==> src/logic/cbt_pkg.sv <==
// Package for the CAN bus pin and bit timing block.
// Assumes one clock domain and a plain strobe register port.
package cbt_pkg;
   // ----------------------------------------
   // Register offsets
   // ----------------------------------------
   localparam logic [3:0] ADDR_BUS_PIN_CONTROL    = 4'h0;
   localparam logic [3:0] ADDR_BIT_RATE_PRESCALER = 4'h1;
   localparam logic [3:0] ADDR_BIT_SEGMENT_TIMING = 4'h2;
   localparam logic [3:0] ADDR_TX_DATA_FIRST      = 4'h3;
   localparam logic [3:0] ADDR_TX_DATA_SECOND     = 4'h4;
   localparam logic [3:0] ADDR_RX_DATA_FIRST      = 4'h5;
   localparam logic [3:0] ADDR_RX_DATA_SECOND     = 4'h6;
   localparam logic [3:0] ADDR_WAKE_CONTROL      = 4'h7;
   localparam logic [3:0] ADDR_IRQ_STATUS         = 4'h8;
   localparam logic [3:0] ADDR_IRQ_ENABLE         = 4'h9;
   localparam logic [3:0] ADDR_IRQ_CLEAR          = 4'hA;
   localparam logic [3:0] ADDR_BIT_STATUS         = 4'hB;
   // ----------------------------------------
   // Field positions
   // ----------------------------------------
   localparam int BIT_DRIVE_ENABLE_LOW_LINE  = 4;
   localparam int BIT_DRIVE_ENABLE_HIGH_LINE = 5;
   localparam int BIT_RX_REF_SELECT_SECOND   = 3;
   localparam int BIT_RX_REF_SELECT_FIRST    = 2;
   localparam int BIT_PROP_LSB               = 5;
   localparam int BIT_PHASE_LSB              = 2;
   localparam int BIT_WAKE_ENABLE            = 0;
   localparam int BIT_IRQ_WAKE               = 0;
   localparam int BIT_IRQ_BIT_END            = 1;
   // ----------------------------------------
   // Reset values and limits
   // ----------------------------------------
   localparam logic [7:0] RST_BUS_PIN_CONTROL    = 8'h00;
   localparam logic [7:0] RST_BIT_RATE_PRESCALER = 8'h00;
   localparam logic [7:0] RST_BIT_SEGMENT_TIMING = 8'h00;
   localparam logic [3:0] SJW_MAX                = 4'h4;
   localparam logic [7:0] DATA_ZERO              = 8'h00;
   // ----------------------------------------
   // Types
   // ----------------------------------------
   typedef enum logic [1:0] {CBT_SYNC, CBT_PROP, CBT_PHASE1, CBT_PHASE2} cbt_seg_e;
   typedef struct packed {
      logic drive_out_first_o;
      logic drive_out_first_oe;
      logic drive_out_second_o;
      logic drive_out_second_oe;
   } cbt_drive_s;
endpackage : cbt_pkg

==> src/logic/cbt_can_phy.sv <==
// CAN pin control, receive routing, wake-up and bit timing generator.
// Assumes comparator results arrive as synchronous digital inputs.
//
// Chosen here: strobed register access and the placing of the registers.
`timescale 1ns/10ps
// What this block does
// - Two drive outputs each gated by own enable; either enables interface.
// - Dominant pulls first output low, second high; recessive floats both.
// - Each receive comparator input can switch to half-supply reference.
// - Two wake comparators against reference merge into one wake signal.
// - Fixed variant: wake always on, falling edge, software cannot disable.
// - Other variant: wake gated by software wake enable bit.
// - Low drive enable bit 4, high bit 5; differential both set.
// - Second reference select bit 3; low line single wire mode.
// - First reference select bit 2; high line single wire mode.
// - Pending wake flag blocks idle and halt entry.
// - Phase segments are n+1 quanta; jump width same, capped at four.
// - Bit rate is clock over (1+prescaler) times (1+2PS+PROPAGATION_SEGMENT_LENGTH).
// - Timing bits 7:5 propagation, 4:2 phase, length minus one.
// - Two transmit and two receive data byte registers.
// - Passive 2.0B: extended frames tolerated, standard frames only handled.
module cbt_can_phy #(
   parameter bit FIXED_WAKE = 1'b1
) (
   input  wire logic            clock,
   input  wire logic            rst_n,
   input  wire logic [3:0]      addr,
   input  wire logic [7:0]      wdata,
   input  wire logic            wr,
   input  wire logic            rd,
   output logic      [7:0]      rdata,
   input  wire logic            tx_dominant,
   output cbt_pkg::cbt_drive_s  drive,
   output logic                 interface_enable,
   input  wire logic            cmp_first_above_ref,
   input  wire logic            cmp_second_above_ref,
   input  wire logic            cmp_first_above_second,
   input  wire logic            wake_cmp_first,
   input  wire logic            wake_cmp_second,
   output logic                 rx_bit,
   output logic                 wake_signal,
   output logic                 wake_pending,
   input  wire logic            lowpower_request,
   output logic                 lowpower_grant,
   output logic                 sample_point,
   output logic                 bit_end,
   output logic      [3:0]      sync_jump_width,
   output logic                 irq
);
   // ----------------------------------------
   // Registers
   // ----------------------------------------
   logic [7:0] bus_pin_control;
   logic [7:0] bit_rate_prescaler;
   logic [7:0] bit_segment_timing;
   logic [7:0] tx_data [2];
   logic [7:0] rx_data [2];
   logic       wake_enable;
   logic [1:0] irq_status;
   logic [1:0] irq_enable;
   logic       wake_prev;
   logic       wake_event;
   logic       clear_write;
   logic [7:0] next_rdata;

   assign clear_write = wr && (addr == cbt_pkg::ADDR_IRQ_CLEAR);

   // One process per register, except the data bytes, where tx and rx byte b share one
   // Writes to unmapped or read-only offsets are dropped
   always_ff @(posedge clock) begin
      if (!rst_n) begin
         bus_pin_control <= cbt_pkg::RST_BUS_PIN_CONTROL;
      end else if (wr && addr == cbt_pkg::ADDR_BUS_PIN_CONTROL) begin
         bus_pin_control <= wdata;
      end
   end

   always_ff @(posedge clock) begin
      if (!rst_n) begin
         bit_rate_prescaler <= cbt_pkg::RST_BIT_RATE_PRESCALER;
      end else if (wr && addr == cbt_pkg::ADDR_BIT_RATE_PRESCALER) begin
         bit_rate_prescaler <= wdata;
      end
   end

   always_ff @(posedge clock) begin
      if (!rst_n) begin
         bit_segment_timing <= cbt_pkg::RST_BIT_SEGMENT_TIMING;
      end else if (wr && addr == cbt_pkg::ADDR_BIT_SEGMENT_TIMING) begin
         bit_segment_timing <= wdata;
      end
   end

   always_ff @(posedge clock) begin
      if (!rst_n) begin
         wake_enable <= 1'b0;
      end else if (wr && addr == cbt_pkg::ADDR_WAKE_CONTROL) begin
         wake_enable <= wdata[cbt_pkg::BIT_WAKE_ENABLE];
      end
   end

   always_ff @(posedge clock) begin
      if (!rst_n) begin
         irq_enable <= 2'h0;
      end else if (wr && addr == cbt_pkg::ADDR_IRQ_ENABLE) begin
         irq_enable <= wdata[1:0];
      end
   end

   // Data bytes; the frame engine outside owns transfer, these only hold bytes
   for (genvar b = 0; b < 2; b++) begin : g_data
      always_ff @(posedge clock) begin
         if (!rst_n) begin
            tx_data[b] <= cbt_pkg::DATA_ZERO;
            rx_data[b] <= cbt_pkg::DATA_ZERO;
         end else if (wr) begin
            if (addr == cbt_pkg::ADDR_TX_DATA_FIRST + 4'(b)) begin
               tx_data[b] <= wdata;
            end
            if (addr == cbt_pkg::ADDR_RX_DATA_FIRST + 4'(b)) begin
               rx_data[b] <= wdata;
            end
         end
      end
   end

   // ----------------------------------------
   // Drive outputs and receive routing
   // ----------------------------------------
   logic en_low;
   logic en_high;
   logic ref_first;
   logic ref_second;
   assign en_low     = bus_pin_control[cbt_pkg::BIT_DRIVE_ENABLE_LOW_LINE];
   assign en_high    = bus_pin_control[cbt_pkg::BIT_DRIVE_ENABLE_HIGH_LINE];
   assign ref_first  = bus_pin_control[cbt_pkg::BIT_RX_REF_SELECT_FIRST];
   assign ref_second = bus_pin_control[cbt_pkg::BIT_RX_REF_SELECT_SECOND];

   assign interface_enable = en_low | en_high;

   // Outputs register the drive so pins change cleanly on a clock edge
   always_ff @(posedge clock) begin
      if (!rst_n) begin
         drive <= '0;
      end else begin
         drive.drive_out_first_o   <= 1'b0;
         drive.drive_out_first_oe  <= en_low & tx_dominant;
         drive.drive_out_second_o  <= 1'b1;
         drive.drive_out_second_oe <= en_high & tx_dominant;
      end
   end

   // Comparator selects: first input to ref gives high-line single wire
   // Both inputs at the reference give no usable level, so read recessive
   logic next_rx_bit;

   always_comb begin
      case ({ref_first, ref_second})
         2'b00:   next_rx_bit = cmp_first_above_second;
         2'b01:   next_rx_bit = cmp_first_above_ref;
         2'b10:   next_rx_bit = ~cmp_second_above_ref;
         default: next_rx_bit = 1'b1;
      endcase
   end

   always_ff @(posedge clock) begin
      if (!rst_n) begin
         rx_bit <= 1'b1;
      end else begin
         rx_bit <= next_rx_bit;
      end
   end

   // ----------------------------------------
   // Wake-up
   // ----------------------------------------
   // Inputs high mean pin above reference; merged low marks dominant level
   logic next_wake_level;
   assign next_wake_level = wake_cmp_first & ~wake_cmp_second;

   always_ff @(posedge clock) begin
      if (!rst_n) begin
         wake_signal <= 1'b1;
      end else begin
         wake_signal <= next_wake_level;
      end
   end

   // Previous level starts recessive so leaving reset makes no false edge
   always_ff @(posedge clock) begin
      if (!rst_n) begin
         wake_prev <= 1'b1;
      end else begin
         wake_prev <= wake_signal;
      end
   end
   // Fixed variant cannot be switched off, guarding against runaway code
   assign wake_event = wake_prev & ~wake_signal & (FIXED_WAKE | wake_enable);

   always_ff @(posedge clock) begin
      if (!rst_n) begin
         wake_pending <= 1'b0;
      end else if (wake_event) begin
         wake_pending <= 1'b1;
      end else if (clear_write && wdata[cbt_pkg::BIT_IRQ_WAKE]) begin
         wake_pending <= 1'b0;
      end
   end

   // ----------------------------------------
   // Low-power handshake
   // ----------------------------------------
   // A grounded unused receive pin keeps a false wake from blocking sleep
   assign lowpower_grant = lowpower_request & ~wake_pending;

   // ----------------------------------------
   // Bit timing
   // ----------------------------------------
   logic [2:0] prop_field;
   logic [2:0] phase_field;
   logic [3:0] prop_len;
   logic [3:0] phase_len;
   logic [7:0] presc_cnt;
   logic       quantum;
   logic [3:0] seg_cnt;
   cbt_pkg::cbt_seg_e seg;
   logic [3:0] seg_len;

   assign prop_field  = bit_segment_timing[cbt_pkg::BIT_PROP_LSB +: 3];
   assign phase_field = bit_segment_timing[cbt_pkg::BIT_PHASE_LSB +: 3];
   assign prop_len    = {1'b0, prop_field} + 4'h1;
   assign phase_len   = {1'b0, phase_field} + 4'h1;
   assign sync_jump_width = (phase_len > cbt_pkg::SJW_MAX) ? cbt_pkg::SJW_MAX : phase_len;


   // Quantum = clock / (1 + prescaler)
   // A prescaler change mid-bit acts on the next count; stop the interface first
   always_ff @(posedge clock) begin
      if (!rst_n || !interface_enable) begin
         presc_cnt <= 8'h00;
      end else if (presc_cnt >= bit_rate_prescaler) begin
         presc_cnt <= 8'h00;
      end else begin
         presc_cnt <= presc_cnt + 8'h01;
      end
   end
   assign quantum = interface_enable && (presc_cnt >= bit_rate_prescaler);

   always_comb begin
      case (seg)
         cbt_pkg::CBT_SYNC:   seg_len = 4'h1;
         cbt_pkg::CBT_PROP:   seg_len = prop_len;
         cbt_pkg::CBT_PHASE1: seg_len = phase_len;
         cbt_pkg::CBT_PHASE2: seg_len = phase_len;
         default:             seg_len = 4'h1;
      endcase
   end

   // ----------------------------------------
   // Segment sequencer
   // ----------------------------------------
   logic              seg_done;
   cbt_pkg::cbt_seg_e next_seg;

   assign seg_done = quantum && (seg_cnt + 4'h1 >= seg_len);

   always_comb begin
      case (seg)
         cbt_pkg::CBT_SYNC:   next_seg = cbt_pkg::CBT_PROP;
         cbt_pkg::CBT_PROP:   next_seg = cbt_pkg::CBT_PHASE1;
         cbt_pkg::CBT_PHASE1: next_seg = cbt_pkg::CBT_PHASE2;
         default:             next_seg = cbt_pkg::CBT_SYNC;
      endcase
   end

   // Bit = sync(1) + prop + 2 x phase quanta; resynchronisation is the engine's job
   // Standard bit timing only; frame format handling lives in the engine
   always_ff @(posedge clock) begin
      if (!rst_n || !interface_enable) begin
         seg <= cbt_pkg::CBT_SYNC;
      end else if (seg_done) begin
         seg <= next_seg;
      end
   end

   always_ff @(posedge clock) begin
      if (!rst_n || !interface_enable) begin
         seg_cnt <= 4'h0;
      end else if (seg_done) begin
         seg_cnt <= 4'h0;
      end else if (quantum) begin
         seg_cnt <= seg_cnt + 4'h1;
      end
   end

   // Pulses are registered, one clock after the quantum that ends the segment
   always_ff @(posedge clock) begin
      if (!rst_n) begin
         sample_point <= 1'b0;
      end else begin
         sample_point <= seg_done && seg == cbt_pkg::CBT_PHASE1;
      end
   end

   always_ff @(posedge clock) begin
      if (!rst_n) begin
         bit_end <= 1'b0;
      end else begin
         bit_end <= seg_done && seg == cbt_pkg::CBT_PHASE2;
      end
   end

   // ----------------------------------------
   // Interrupts
   // ----------------------------------------
   // Set wins over clear so no event is lost
   logic [1:0] irq_event;
   assign irq_event[cbt_pkg::BIT_IRQ_WAKE]    = wake_event;
   assign irq_event[cbt_pkg::BIT_IRQ_BIT_END] = bit_end;

   for (genvar s = 0; s < 2; s++) begin : g_status
      always_ff @(posedge clock) begin
         if (!rst_n) begin
            irq_status[s] <= 1'b0;
         end else if (irq_event[s]) begin
            irq_status[s] <= 1'b1;
         end else if (clear_write && wdata[s]) begin
            irq_status[s] <= 1'b0;
         end
      end
   end

   assign irq = |(irq_status & irq_enable);

   // ----------------------------------------
   // Read port
   // ----------------------------------------

   always_comb begin
      next_rdata = 8'h00;
      case (addr)
         cbt_pkg::ADDR_BUS_PIN_CONTROL:    next_rdata = bus_pin_control;
         cbt_pkg::ADDR_BIT_RATE_PRESCALER: next_rdata = bit_rate_prescaler;
         cbt_pkg::ADDR_BIT_SEGMENT_TIMING: next_rdata = bit_segment_timing;
         cbt_pkg::ADDR_TX_DATA_FIRST:      next_rdata = tx_data[0];
         cbt_pkg::ADDR_TX_DATA_SECOND:     next_rdata = tx_data[1];
         cbt_pkg::ADDR_RX_DATA_FIRST:      next_rdata = rx_data[0];
         cbt_pkg::ADDR_RX_DATA_SECOND:     next_rdata = rx_data[1];
         cbt_pkg::ADDR_WAKE_CONTROL:       next_rdata = {7'h00, wake_enable | FIXED_WAKE};
         cbt_pkg::ADDR_IRQ_STATUS:         next_rdata = {6'h00, irq_status};
         cbt_pkg::ADDR_IRQ_ENABLE:         next_rdata = {6'h00, irq_enable};
         cbt_pkg::ADDR_BIT_STATUS:         next_rdata = {sync_jump_width, 1'b0, wake_pending, seg};
         default:                          next_rdata = 8'h00;
      endcase
   end


   // Read data falls back to zero so a stale value never looks like an answer
   always_ff @(posedge clock) begin
      if (!rst_n) begin
         rdata <= 8'h00;
      end else begin
         rdata <= rd ? next_rdata : 8'h00;
      end
   end
endmodule : cbt_can_phy

==> config.mk <==
export PLATFORM = sky130hd
export DESIGN_NAME = cbt_can_phy
export DESIGN_NICKNAME = d
export VERILOG_FILES = /design/src/logic/cbt_pkg.sv /design/src/logic/cbt_can_phy.sv
export SDC_FILE = /design/constraint.sdc
export NUM_CORES = 1
export LEC_CHECK = 0
export CAP_MARGIN = 20
export CORE_AREA = 2 2 99 101
export DETAILED_ROUTE_END_ITERATION = 8
export DIE_AREA = 0 0 101 103
export DONT_BUFFER_PORTS = 1
export MAX_ROUTING_LAYER = met4
export SYNTH_ARGS = -nofsm -noshare
export SYNTH_HDL_FRONTEND = slang
export SYNTH_SLANG_ARGS = --single-unit
==> constraint.sdc <==
create_clock -name clock -period 3.12 [get_ports clock]
set_input_delay 0.312 -clock clock [delete_from_list [all_inputs] [get_ports clock]]
set_output_delay 0.312 -clock clock [all_outputs]
set_load 0.005 [all_outputs]
==> results of run 1 <==
==> state kept, by name, summed over array words and instances, names as in the netlist <==
register            count
rx_bit                  1
wake_signal             1
tx_data                16
wake_prev               1
presc_cnt               8
bit_segment_timing      8
drive                   3
bit_end                 1
irq_enable              2
bus_pin_control         8
rx_data                16
seg                     2
rdata                   8
bit_rate_prescaler      8
irq_status              2
seg_cnt                 4
sample_point            1
==> report_power, final <==
| group | total (mW) | switching [mW] | internal [mW] |
|---|---|---|---|
| combinational | 0.116 | 0.0627 | 0.0533 |
| sequential | 1.26 | 0.0169 | 1.25 |
| clock | 0.691 | 0.409 | 0.281 |
==> final timing paths <==
path / end / cells past startpoint / from / slack (ns)
worst min-delay path: rdata[3] / 1 / addr[3] / 0.02
worst max-delay path: seg_cnt[0] / 10 / seg[0] / 0.56
worst min register to register: bit_segment_timing[1] / 2 / bit_segment_timing[1] / 0.48
worst max register to register: seg_cnt[0] / 10 / seg[0] / 0.56
==> layout make-up <==
type	instances	area [sq um]	share of cell area (%)
Multi-Input combinational cell	328	2267	47.24
Sequential cell	90	2122	44.21
Tap cell	114	142.6	2.972
Clock buffer	11	131.4	2.737
Timing Repair Buffer	7	57.56	1.199
Inverter	15	56.30	1.173
Clock inverter	5	22.52	0.4692
==> Yosys cell counts (2+ instances only) <==
| cell | instances |
|---|---|
| dfxtp_1 | 58 |
| and2_1 | 33 |
| edfxtp_1 | 32 |
| nor2b_1 | 31 |
| nand2_1 | 30 |
| nor2_1 | 26 |
| ha_1 | 24 |
| mux2i_1 | 24 |
| a21oi_1 | 20 |
| nand3_1 | 19 |
| o21ai_0 | 15 |
| inv_1 | 14 |
| and3_1 | 9 |
| a21boi_0 | 8 |
| clkbuf_1 | 8 |
| xor2_1 | 8 |
| a22oi_1 | 7 |
| buf_2 | 7 |
| nand2b_1 | 7 |
| nand4_1 | 7 |
| nor3_1 | 6 |
| nand3b_1 | 5 |
| a21o_1 | 4 |
| mux4_2 | 4 |
| buf_4 | 3 |
| nor3b_1 | 3 |
| nor4_1 | 3 |
| o31ai_1 | 3 |
| a2111oi_0 | 2 |
| a211o_1 | 2 |
| a22o_1 | 2 |
| a311oi_1 | 2 |
| a31oi_1 | 2 |
| buf_1 | 2 |
| o211a_1 | 2 |
| o22a_1 | 2 |
| xnor2_1 | 2 |
==> cells by family after synthesis <==
family | count (synthesis)
buffers and inverters | 36
and+or+nand+nor | 182
muxes | 29
xor gates and xnor gates | 10
AOI/OAI and AO/OA | 81
adders and majority gates | 24
other | 1
DFF | 90
==> through the flow <==
step           worst slack [ns]  total power [mW]  cell area (sq um)
2_1_floorplan            0.8039             1.398               4552
3_3_place_gp             0.6802             1.403               4626
3_5_place_dp             0.5974             1.404               4626
4_1_cts                  0.5824             2.084               4790
5_1_grt                  0.3231             2.157               4800
6_report                 0.5602             2.071               4800
==> metal layers <==
metal	share of wire [%]	GRT usage, %
met5	0	-
met1	46	30.93
met2	46	33.69
met3	7.0	5.492
met4	1.1	8.108
==> worst max-delay path, stage by stage (launching register included) <==
cell and delay (ns):
dfxtp_1 0.47, inv_1 0.14, ha_1 0.26, a21oi_1 0.14, o21ai_0 0.11, ha_1 0.27
nand2b_1 0.14, a21o_1 0.19, a31o_2 0.27, or4_1 0.39, a21oi_1 0.12
==> results.json, run 1 <==
{
  "outcome": "finished clean",
  "syn_inst": 453,
  "cts_tree": "done",
  "htreeDepth": 3,
  "drc": 0,
  "drt_iter0_markers": 272,
  "grt_pass1_vias": 3066,
  "cap_violations": 0,
  "worstPathRequired_ns": 3.42,
  "async_flop_share_pct": 0,
  "worst_pin_slew_ns": 1.036,
  "cts_sinks": 90,
  "start_util_pct": 48.08,
  "dieArea_sq_um": 10400,
  "power_density_nw_per_um2": 431.5,
  "final_antenna_net_count": 0,
  "synth_compound_gate_area_share_pct": 11.99,
  "synth_top_family_by_area": "simple AND/OR/NAND/NOR gates",
  "setup_violations": 0,
  "routed_via_density": 5.819,
  "die_w_um": 101,
  "rows": 36,
  "place.port_buffers": 0,
  "grt_start_max_net_pins": 46,
  "finalWeightedCongestion": 0.8752,
  "setup.worst_path.end_class": "flip-flop",
  "coreArea_sq_um": 9459,
  "syn-cell-area_sq_um": 4548,
  "slew_viol_final": 0,
  "diodes": 0,
  "final_cells": 570,
  "cp-start-kind": "flip-flop",
  "rsz0062_at_grt": "no",
  "synth_area_leaders": "dfxtp_1 26%, edfxtp_1 21%, ha_1 6.6%, mux2i_1 5.3%, and2_1 4.5%",
  "cp_data_arrival_time_ns": 2.86,
  "area_delta_synth_final_pct": 5.530,
  "critPathKind": "reg2reg",
  "synth_adder_area_share_pct": 6.602,
  "fmax_mhz": 390.7,
  "synth-simple-area-share_pct": 21.65,
  "cts_setup_buffers": 0,
  "final_common_cell": "dfxtp_1",
  "critical_path.max_fanout": 6,
  "synth.top_cell.area_share_pct": 25.53,
  "clock_latency_ns": 0.36,
  "ir_drop_uv": 187.1,
  "vias": 3317,
  "drt_wl_total_um": 11040,
  "avgSynthCellArea_sq_um": 10.04,
  "ys_warn_count": 0,
  "post-dp-hpwl_um": 7597,
  "min_period_ns": 2.560,
  "cts.path.max_buffers": 2,
  "synth-seq-cells": 90,
  "antenna_found_initial": 0,
  "yosysTopAreaCell": "dfxtp_1",
  "numCtsBuffers": 9,
  "p_leak_nw": 1.839,
  "worst_hold_slack_ns": 0.02098,
  "final_cell_mix": "58 x dfxtp_1, 33 x and2_1, 32 x edfxtp_1, 31 x nor2b_1, 30 x nand2_1",
  "overflow": 0,
  "drive_gt1_share_pct": 5.702,
  "clk_pin_slew_ns": 0.09,
  "clock-root-buffer": "clkbuf_8",
  "nFillCells": 872,
  "final_nets": 498,
  "finalHoldViolations": 0,
  "dr.pass1.iters": 5,
  "skew_ns": 0.007880,
  "track_usage_pct": 22.90,
  "ys_seq_area_share_pct": 46.66,
  "final_util_pct": 50.74,
  "fp.dieH_um": 103,
  "synth_xor_area_share_pct": 1.926,
  "drt-wirelength-per-cell_um": 19.37,
  "hold_path_class": "in2reg",
  "hold_buffers": 1,
  "setup_tns_ns": 0,
  "fin_crit_sh_pct": 82.04,
  "muxShareOfSynthArea_pct": 7.510,
  "cts_resized": 0,
  "synth_ff_type": "dfxtp_1",
  "relSlewSlack_pct": 30.31,
  "ys_types": 54,
  "dp.cells": 552,
  "grt_pass1_wl_um": 17020,
  "synth_edf_count": 32,
  "io_pins": 47
}
Note: power is estimated with default switching activity, not from simulation.
==> run 2: changes to the inputs <==
- clock period: 3.12 -> 2.4 ns (I/O delays scaled with it)
==> run 2 against run 1 <==
Against the previous run:
- setup slack got worse by 0.54 ns
- sequential cell count did not move
- sequential share of layout area shrank 1.4 points
- worst hold slack worse by 0.00083 ns
- design area rose by 3.5%
- register-to-register slack got worse by 0.54 ns
- critical path depth stayed put
- global-route usage up 1.1 points
- critical path type unchanged
- critical endpoint unchanged
- highest routed layer unchanged
==> results.json, run 2 (synthesis gave the netlist of run 1 again) <==
{
  "outcome": "finished clean",
  "fin_crit_sh_pct": 98.96,
  "routed_via_density": 5.834,
  "min_period_ns": 2.375,
  "clk_pin_slew_ns": 0.09,
  "final_util_pct": 52.54,
  "worst_pin_slew_ns": 0.8240,
  "place.port_buffers": 0,
  "diodes": 0,
  "post-dp-hpwl_um": 7950,
  "cp_cell_sequence": "buf_4 -> ha_1 -> nor2_1 -> o21ai_0 -> ha_1 -> nand2b_1 -> a21o_1 -> a31o_2 -> or4_1 -> a21oi_2",
  "finalHoldViolations": 0,
  "finalWeightedCongestion": 0.8337,
  "antenna_found_initial": 0,
  "cts_sinks": 90,
  "overflow": 0,
  "place_area_sq_um": 4723,
  "setup_ws_ns": 0.02507,
  "start_util_pct": 48.08,
  "worst_hold_slack_ns": 0.02015,
  "final_cell_mix": "55 x dfxtp_1, 33 x and2_1, 32 x edfxtp_1, 31 x nor2b_1, 30 x nand2_1",
  "worstPathRequired_ns": 2.69,
  "switchingPower_mw": 0.6578,
  "combPwrFrac_pct": 5.7,
  "coreArea_sq_um": 9459,
  "drive_gt1_share_pct": 9.979,
  "clock_latency_ns": 0.36,
  "cp-start-kind": "flip-flop",
  "grt_pass1_wl_um": 18140,
  "crit_buf_inv": 1,
  "track_usage_pct": 24.05,
  "final_common_cell": "dfxtp_1",
  "dr.pass1.iters": 5,
  "r2r_setup_slack_ns": 0.03,
  "hold_path_class": "in2reg",
  "io_pins": 47,
  "reg_top3": "rx_data x16, tx_data x16",
  "crit_family": "simple AND/OR/NAND/NOR gates",
  "critPathKind": "reg2reg",
  "fmax_mhz": 421.1,
  "rows": 36,
  "slew_viol_final": 0,
  "clock-root-buffer": "clkbuf_8",
  "area_delta_synth_final_pct": 9.271,
  "drt-wirelength-per-cell_um": 19.60,
  "switching_share_pct": 23.23,
  "finalPower_mw": 2.832,
  "rsz0062_at_grt": "yes",
  "htreeDepth": 3,
  "slowest_stage": "or4_1",
  "p_leak_nw": 1.931,
  "cts.path.max_buffers": 2,
  "grt_pass1_vias": 3239,
  "final_cells": 585,
  "final_antenna_net_count": 0,
  "nFillCells": 896,
  "critical_path.max_fanout": 5,
  "relSlewSlack_pct": 44.64,
  "vias": 3413,
  "dieArea_sq_um": 10400,
  "cap_violations": 0,
  "die_w_um": 101,
  "crit_path_frequent_cell": "ha_1",
  "drt_wl_total_um": 11470,
  "numCtsBuffers": 9,
  "drc": 0,
  "dpl_worst_slack_ns": 0.02764,
  "dp.cells": 565,
  "power_density_nw_per_um2": 569.8,
  "ir_drop_uv": 275.5,
  "fp.dieH_um": 103,
  "design_area_sq_um": 4970,
  "skew_ns": 0.009878,
  "p_clk_share_pct": 36.3,
  "setup_tns_ns": 0,
  "slowest_delay_ns": 0.41,
  "p_int_mw": 2.174,
  "setup.worst_path.end_class": "flip-flop",
  "cts_tree": "done",
  "setup_violations": 0,
  "seqPwrFrac_pct": 58.1,
  "cp_data_arrival_time_ns": 2.67,
  "cts_setup_buffers": 0,
  "grt_start_max_net_pins": 43,
  "drt_iter0_markers": 211,
  "final_nets": 513
}
run 2: cell count changes in the layout (fill, tap and decap cells not counted), sizes merged:
cell,change
clkbuf,-2
buf,+13
clkinvlp,+1
dlygate4sd3,+2
bufinv,+1
run 2: final timing paths:
check,end,from,depth (start not counted)
worst max-delay path,seg_cnt[0],seg[0],10
worst max register to register,seg_cnt[0],seg[0],10
worst min register to register,bit_segment_timing[1],bit_segment_timing[1],2
worst min-delay path,bus_pin_control[1],rst_n,1
run 2: per-layer routing:
metal | routed length (um) | up-vias | part of all wire (%) | global-route usage [%]
met5 | 0 | - | 0 | -
met4 | 187 | 0 | 1.6 | 4.990
met3 | 605 | 13 | 5.3 | 4.407
met2 | 5423 | 104 | 47 | 37.59
met1 | 5251 | 1660 | 46 | 32.94
li1 | - | 1636 | - | -
run 2: area by class of cell:
| type | count | area, sq um | area share (%) |
|---|---|---|---|
| multi-input cells | 328 | 2273 | 45.75 |
| clock inverters | 7 | 70.07 | 1.410 |
| well taps | 114 | 142.6 | 2.870 |
| repair buffers | 22 | 175.2 | 3.525 |
| inverters | 15 | 56.30 | 1.133 |
| clock buffers | 9 | 123.9 | 2.492 |
| flip-flops and latches | 90 | 2128 | 42.82 |
run 2: repair_timing:
item,in CTS,in global routing
hold endpoints to repair,7,0
hold buffers,4,0
endpoints found under the setup margin,1,6
resized for setup,1,7
run 2: power groups by stage:
| stage | logic [mW] | clock network, mW | registers [mW] |
|---|---|---|---|
| 2_1_floorplan | 0.146 | 0 | 1.67 |
| 3_3_place_gp | 0.150 | 0 | 1.68 |
| 3_5_place_dp | 0.150 | 0 | 1.68 |
| 4_1_cts | 0.159 | 1.05 | 1.65 |
| 5_1_grt | 0.175 | 1.13 | 1.65 |
| 6_report | 0.160 | 1.03 | 1.64 |
==> run 3: changes to the inputs <==
- CTS_CLUSTER_SIZE: unset -> 12
- clock period: 2.4 -> 2.7 ns (I/O delays scaled with it)
==> run 3 against run 2 <==
Against the previous run:
- clock-buffer cell count grew 2
- largest power group unchanged
- wire length is 3.6% lower
- core utilization fell by 0.71 points
- combinational power shrank 15%
- power is 4.8% lower
- critical path depth unchanged
- highest routed layer unchanged
- clock skew rose by 0.0053 ns
- global-route usage fell by 1.2 points
- largest cell class unchanged
- final cell count decreased by 2.2%
==> results.json, run 3 (synthesis gave the netlist of run 1 again) <==
{
  "outcome": "finished clean",
  "drt-wirelength-per-cell_um": 19.33,
  "cp_data_arrival_time_ns": 2.79,
  "track_usage_pct": 22.82,
  "nFillCells": 836,
  "die_w_um": 101,
  "cts_setup_buffers": 0,
  "grt_start_max_net_pins": 44,
  "io_pins": 47,
  "wl_met2_um": 5027,
  "final_antenna_net_count": 0,
  "clock_latency_ns": 0.37,
  "endpoint": "seg_cnt[0]",
  "cts.path.max_buffers": 2,
  "clock-root-buffer": "clkbuf_8",
  "relSlewSlack_pct": 43.81,
  "r2r-end": "seg_cnt[0]",
  "final_cell_mix": "56 x dfxtp_1, 33 x and2_1, 32 x edfxtp_1, 31 x nor2b_1, 30 x nand2_1",
  "drive_gt1_share_pct": 6.769,
  "met3_wirelength_um": 797,
  "cts_sinks": 90,
  "critical_path.max_fanout": 6,
  "worst_pin_slew_ns": 0.8365,
  "dr.pass1.iters": 7,
  "rsz0062_at_grt": "no",
  "p_leak_nw": 1.882,
  "coreArea_sq_um": 9459,
  "drt_wl_total_um": 11060,
  "finalWeightedCongestion": 0.8488,
  "setup_tns_ns": 0,
  "final_common_cell": "dfxtp_1",
  "finalHoldViolations": 0,
  "critPathKind": "reg2reg",
  "numCtsBuffers": 9,
  "dieArea_sq_um": 10400,
  "antenna_found_initial": 0,
  "worstHoldPathCells": 1,
  "timing.rr.start": "seg[1]",
  "drc": 0,
  "cts_tree": "done",
  "grt_pass1_wl_um": 17060,
  "worstPathRequired_ns": 2.99,
  "multi_input_area_sq_um": 2267,
  "power_density_nw_per_um2": 549.7,
  "post-dp-hpwl_um": 7636,
  "place.port_buffers": 0,
  "drt_iter0_markers": 217,
  "min_period_ns": 2.498,
  "setup.worst_path.end_class": "flip-flop",
  "skew_ns": 0.01514,
  "top_layer": "met4",
  "grt_pass1_vias": 3060,
  "slew_viol_final": 0,
  "fin_crit_sh_pct": 92.51,
  "fmax_mhz": 400.4,
  "setup_violations": 0,
  "htreeDepth": 3,
  "place_area_sq_um": 4633,
  "critPathLaunch": "seg[1]",
  "reg_top3": "rx_data x16, tx_data x16",
  "clk_pin_slew_ns": 0.10,
  "cp-start-kind": "flip-flop",
  "worst_hold_slack_ns": 0.02246,
  "fp.dieH_um": 103,
  "r2r_cells": 10,
  "diodes": 0,
  "regArea_sq_um": 2127,
  "vias": 3303,
  "wl_met1_um": 5028,
  "ir_drop_uv": 254.4,
  "overflow": 0,
  "r2r_setup_slack_ns": 0.20,
  "cap_violations": 0,
  "area_delta_synth_final_pct": 7.785,
  "rows": 36,
  "routed_via_density": 5.774,
  "hold_path_class": "in2reg",
  "final_nets": 500,
  "design_area_sq_um": 4902,
  "start_util_pct": 48.08,
  "finalPower_mw": 2.695
}
-- run 3: cell count changes in the layout (fill, tap and decap cells not counted), moves of 2 or more --
cell and delta:
o21ai_1 -2, clkbuf_1 +2, clkinv_4 -3, bufinv_16 +2, o21ai_0 +2, buf_4 -12
-- run 3: critical path: stages (launching register included) --
cell and delay, ns:
dfxtp_2 0.39, inv_1 0.11, ha_1 0.23, a21oi_1 0.14, o21ai_0 0.12, ha_1 0.28, nand2b_1 0.17, a21o_1 0.20
a31o_2 0.27, or4_1 0.39, a21oi_1 0.13
-- run 3: worst min path at each step --
stage | slack (ns) | to | from
2_1_floorplan | 0.30 | drive[1] | rst_n
3_3_place_gp | 0.30 | drive[1] | rst_n
3_5_place_dp | 0.30 | drive[1] | rst_n
4_1_cts | 0.02 | rdata[3] | addr[0]
5_1_grt | 0.02 | rdata[3] | addr[0]
6_report | 0.02 | rdata[3] | addr[0]
-- run 3: repair_timing --
| action | 4_1_cts | 5_1_grt |
|---|---|---|
| setup endpoints to repair | 0 | 6 |
| hold buffers | 3 | 0 |
| gates resized for setup | 0 | 3 |
| hold endpoints to repair | 6 | 0 |
-- run 3: per-layer routing --
metal,vias to the layer above,global-route usage (%)
met5,-,-
li1,1611,-
met1,1568,31.40
met3,17,4.610
met2,107,33.74
met4,0,7.692
-- run 3: report_power, final --
group / internal, mW / switching, mW / total (mW)
sequential: 1.44 / 0.0193 / 1.46
clock: 0.615 / 0.484 / 1.10
combinational: 0.0629 / 0.0731 / 0.136
-- run 3: area by class of cell --
class / count / area share [%]
multi-input cells: 328 / 46.25
clock buffers: 11 / 2.680
clock inverters: 5 / 2.093
flip-flops and latches: 90 / 43.39
repair buffers: 9 / 1.531
inverters: 15 / 1.149
well taps: 114 / 2.910
-- run 3: per-stage QoR --
| stage | utilization [%] | setup WS [ns] | cells |
|---|---|---|---|
| final | 51.83 | 0.2023 | 572 |
| after global routing | 51.83 | 0.01124 | 572 |
| after CTS | 51.77 | 0.1324 | 572 |
| after detailed placement | 48.98 | 0.1600 | 553 |
| after global placement | 48.98 | 0.2737 | 553 |
| after floorplan | - | 0.3839 | 454 |
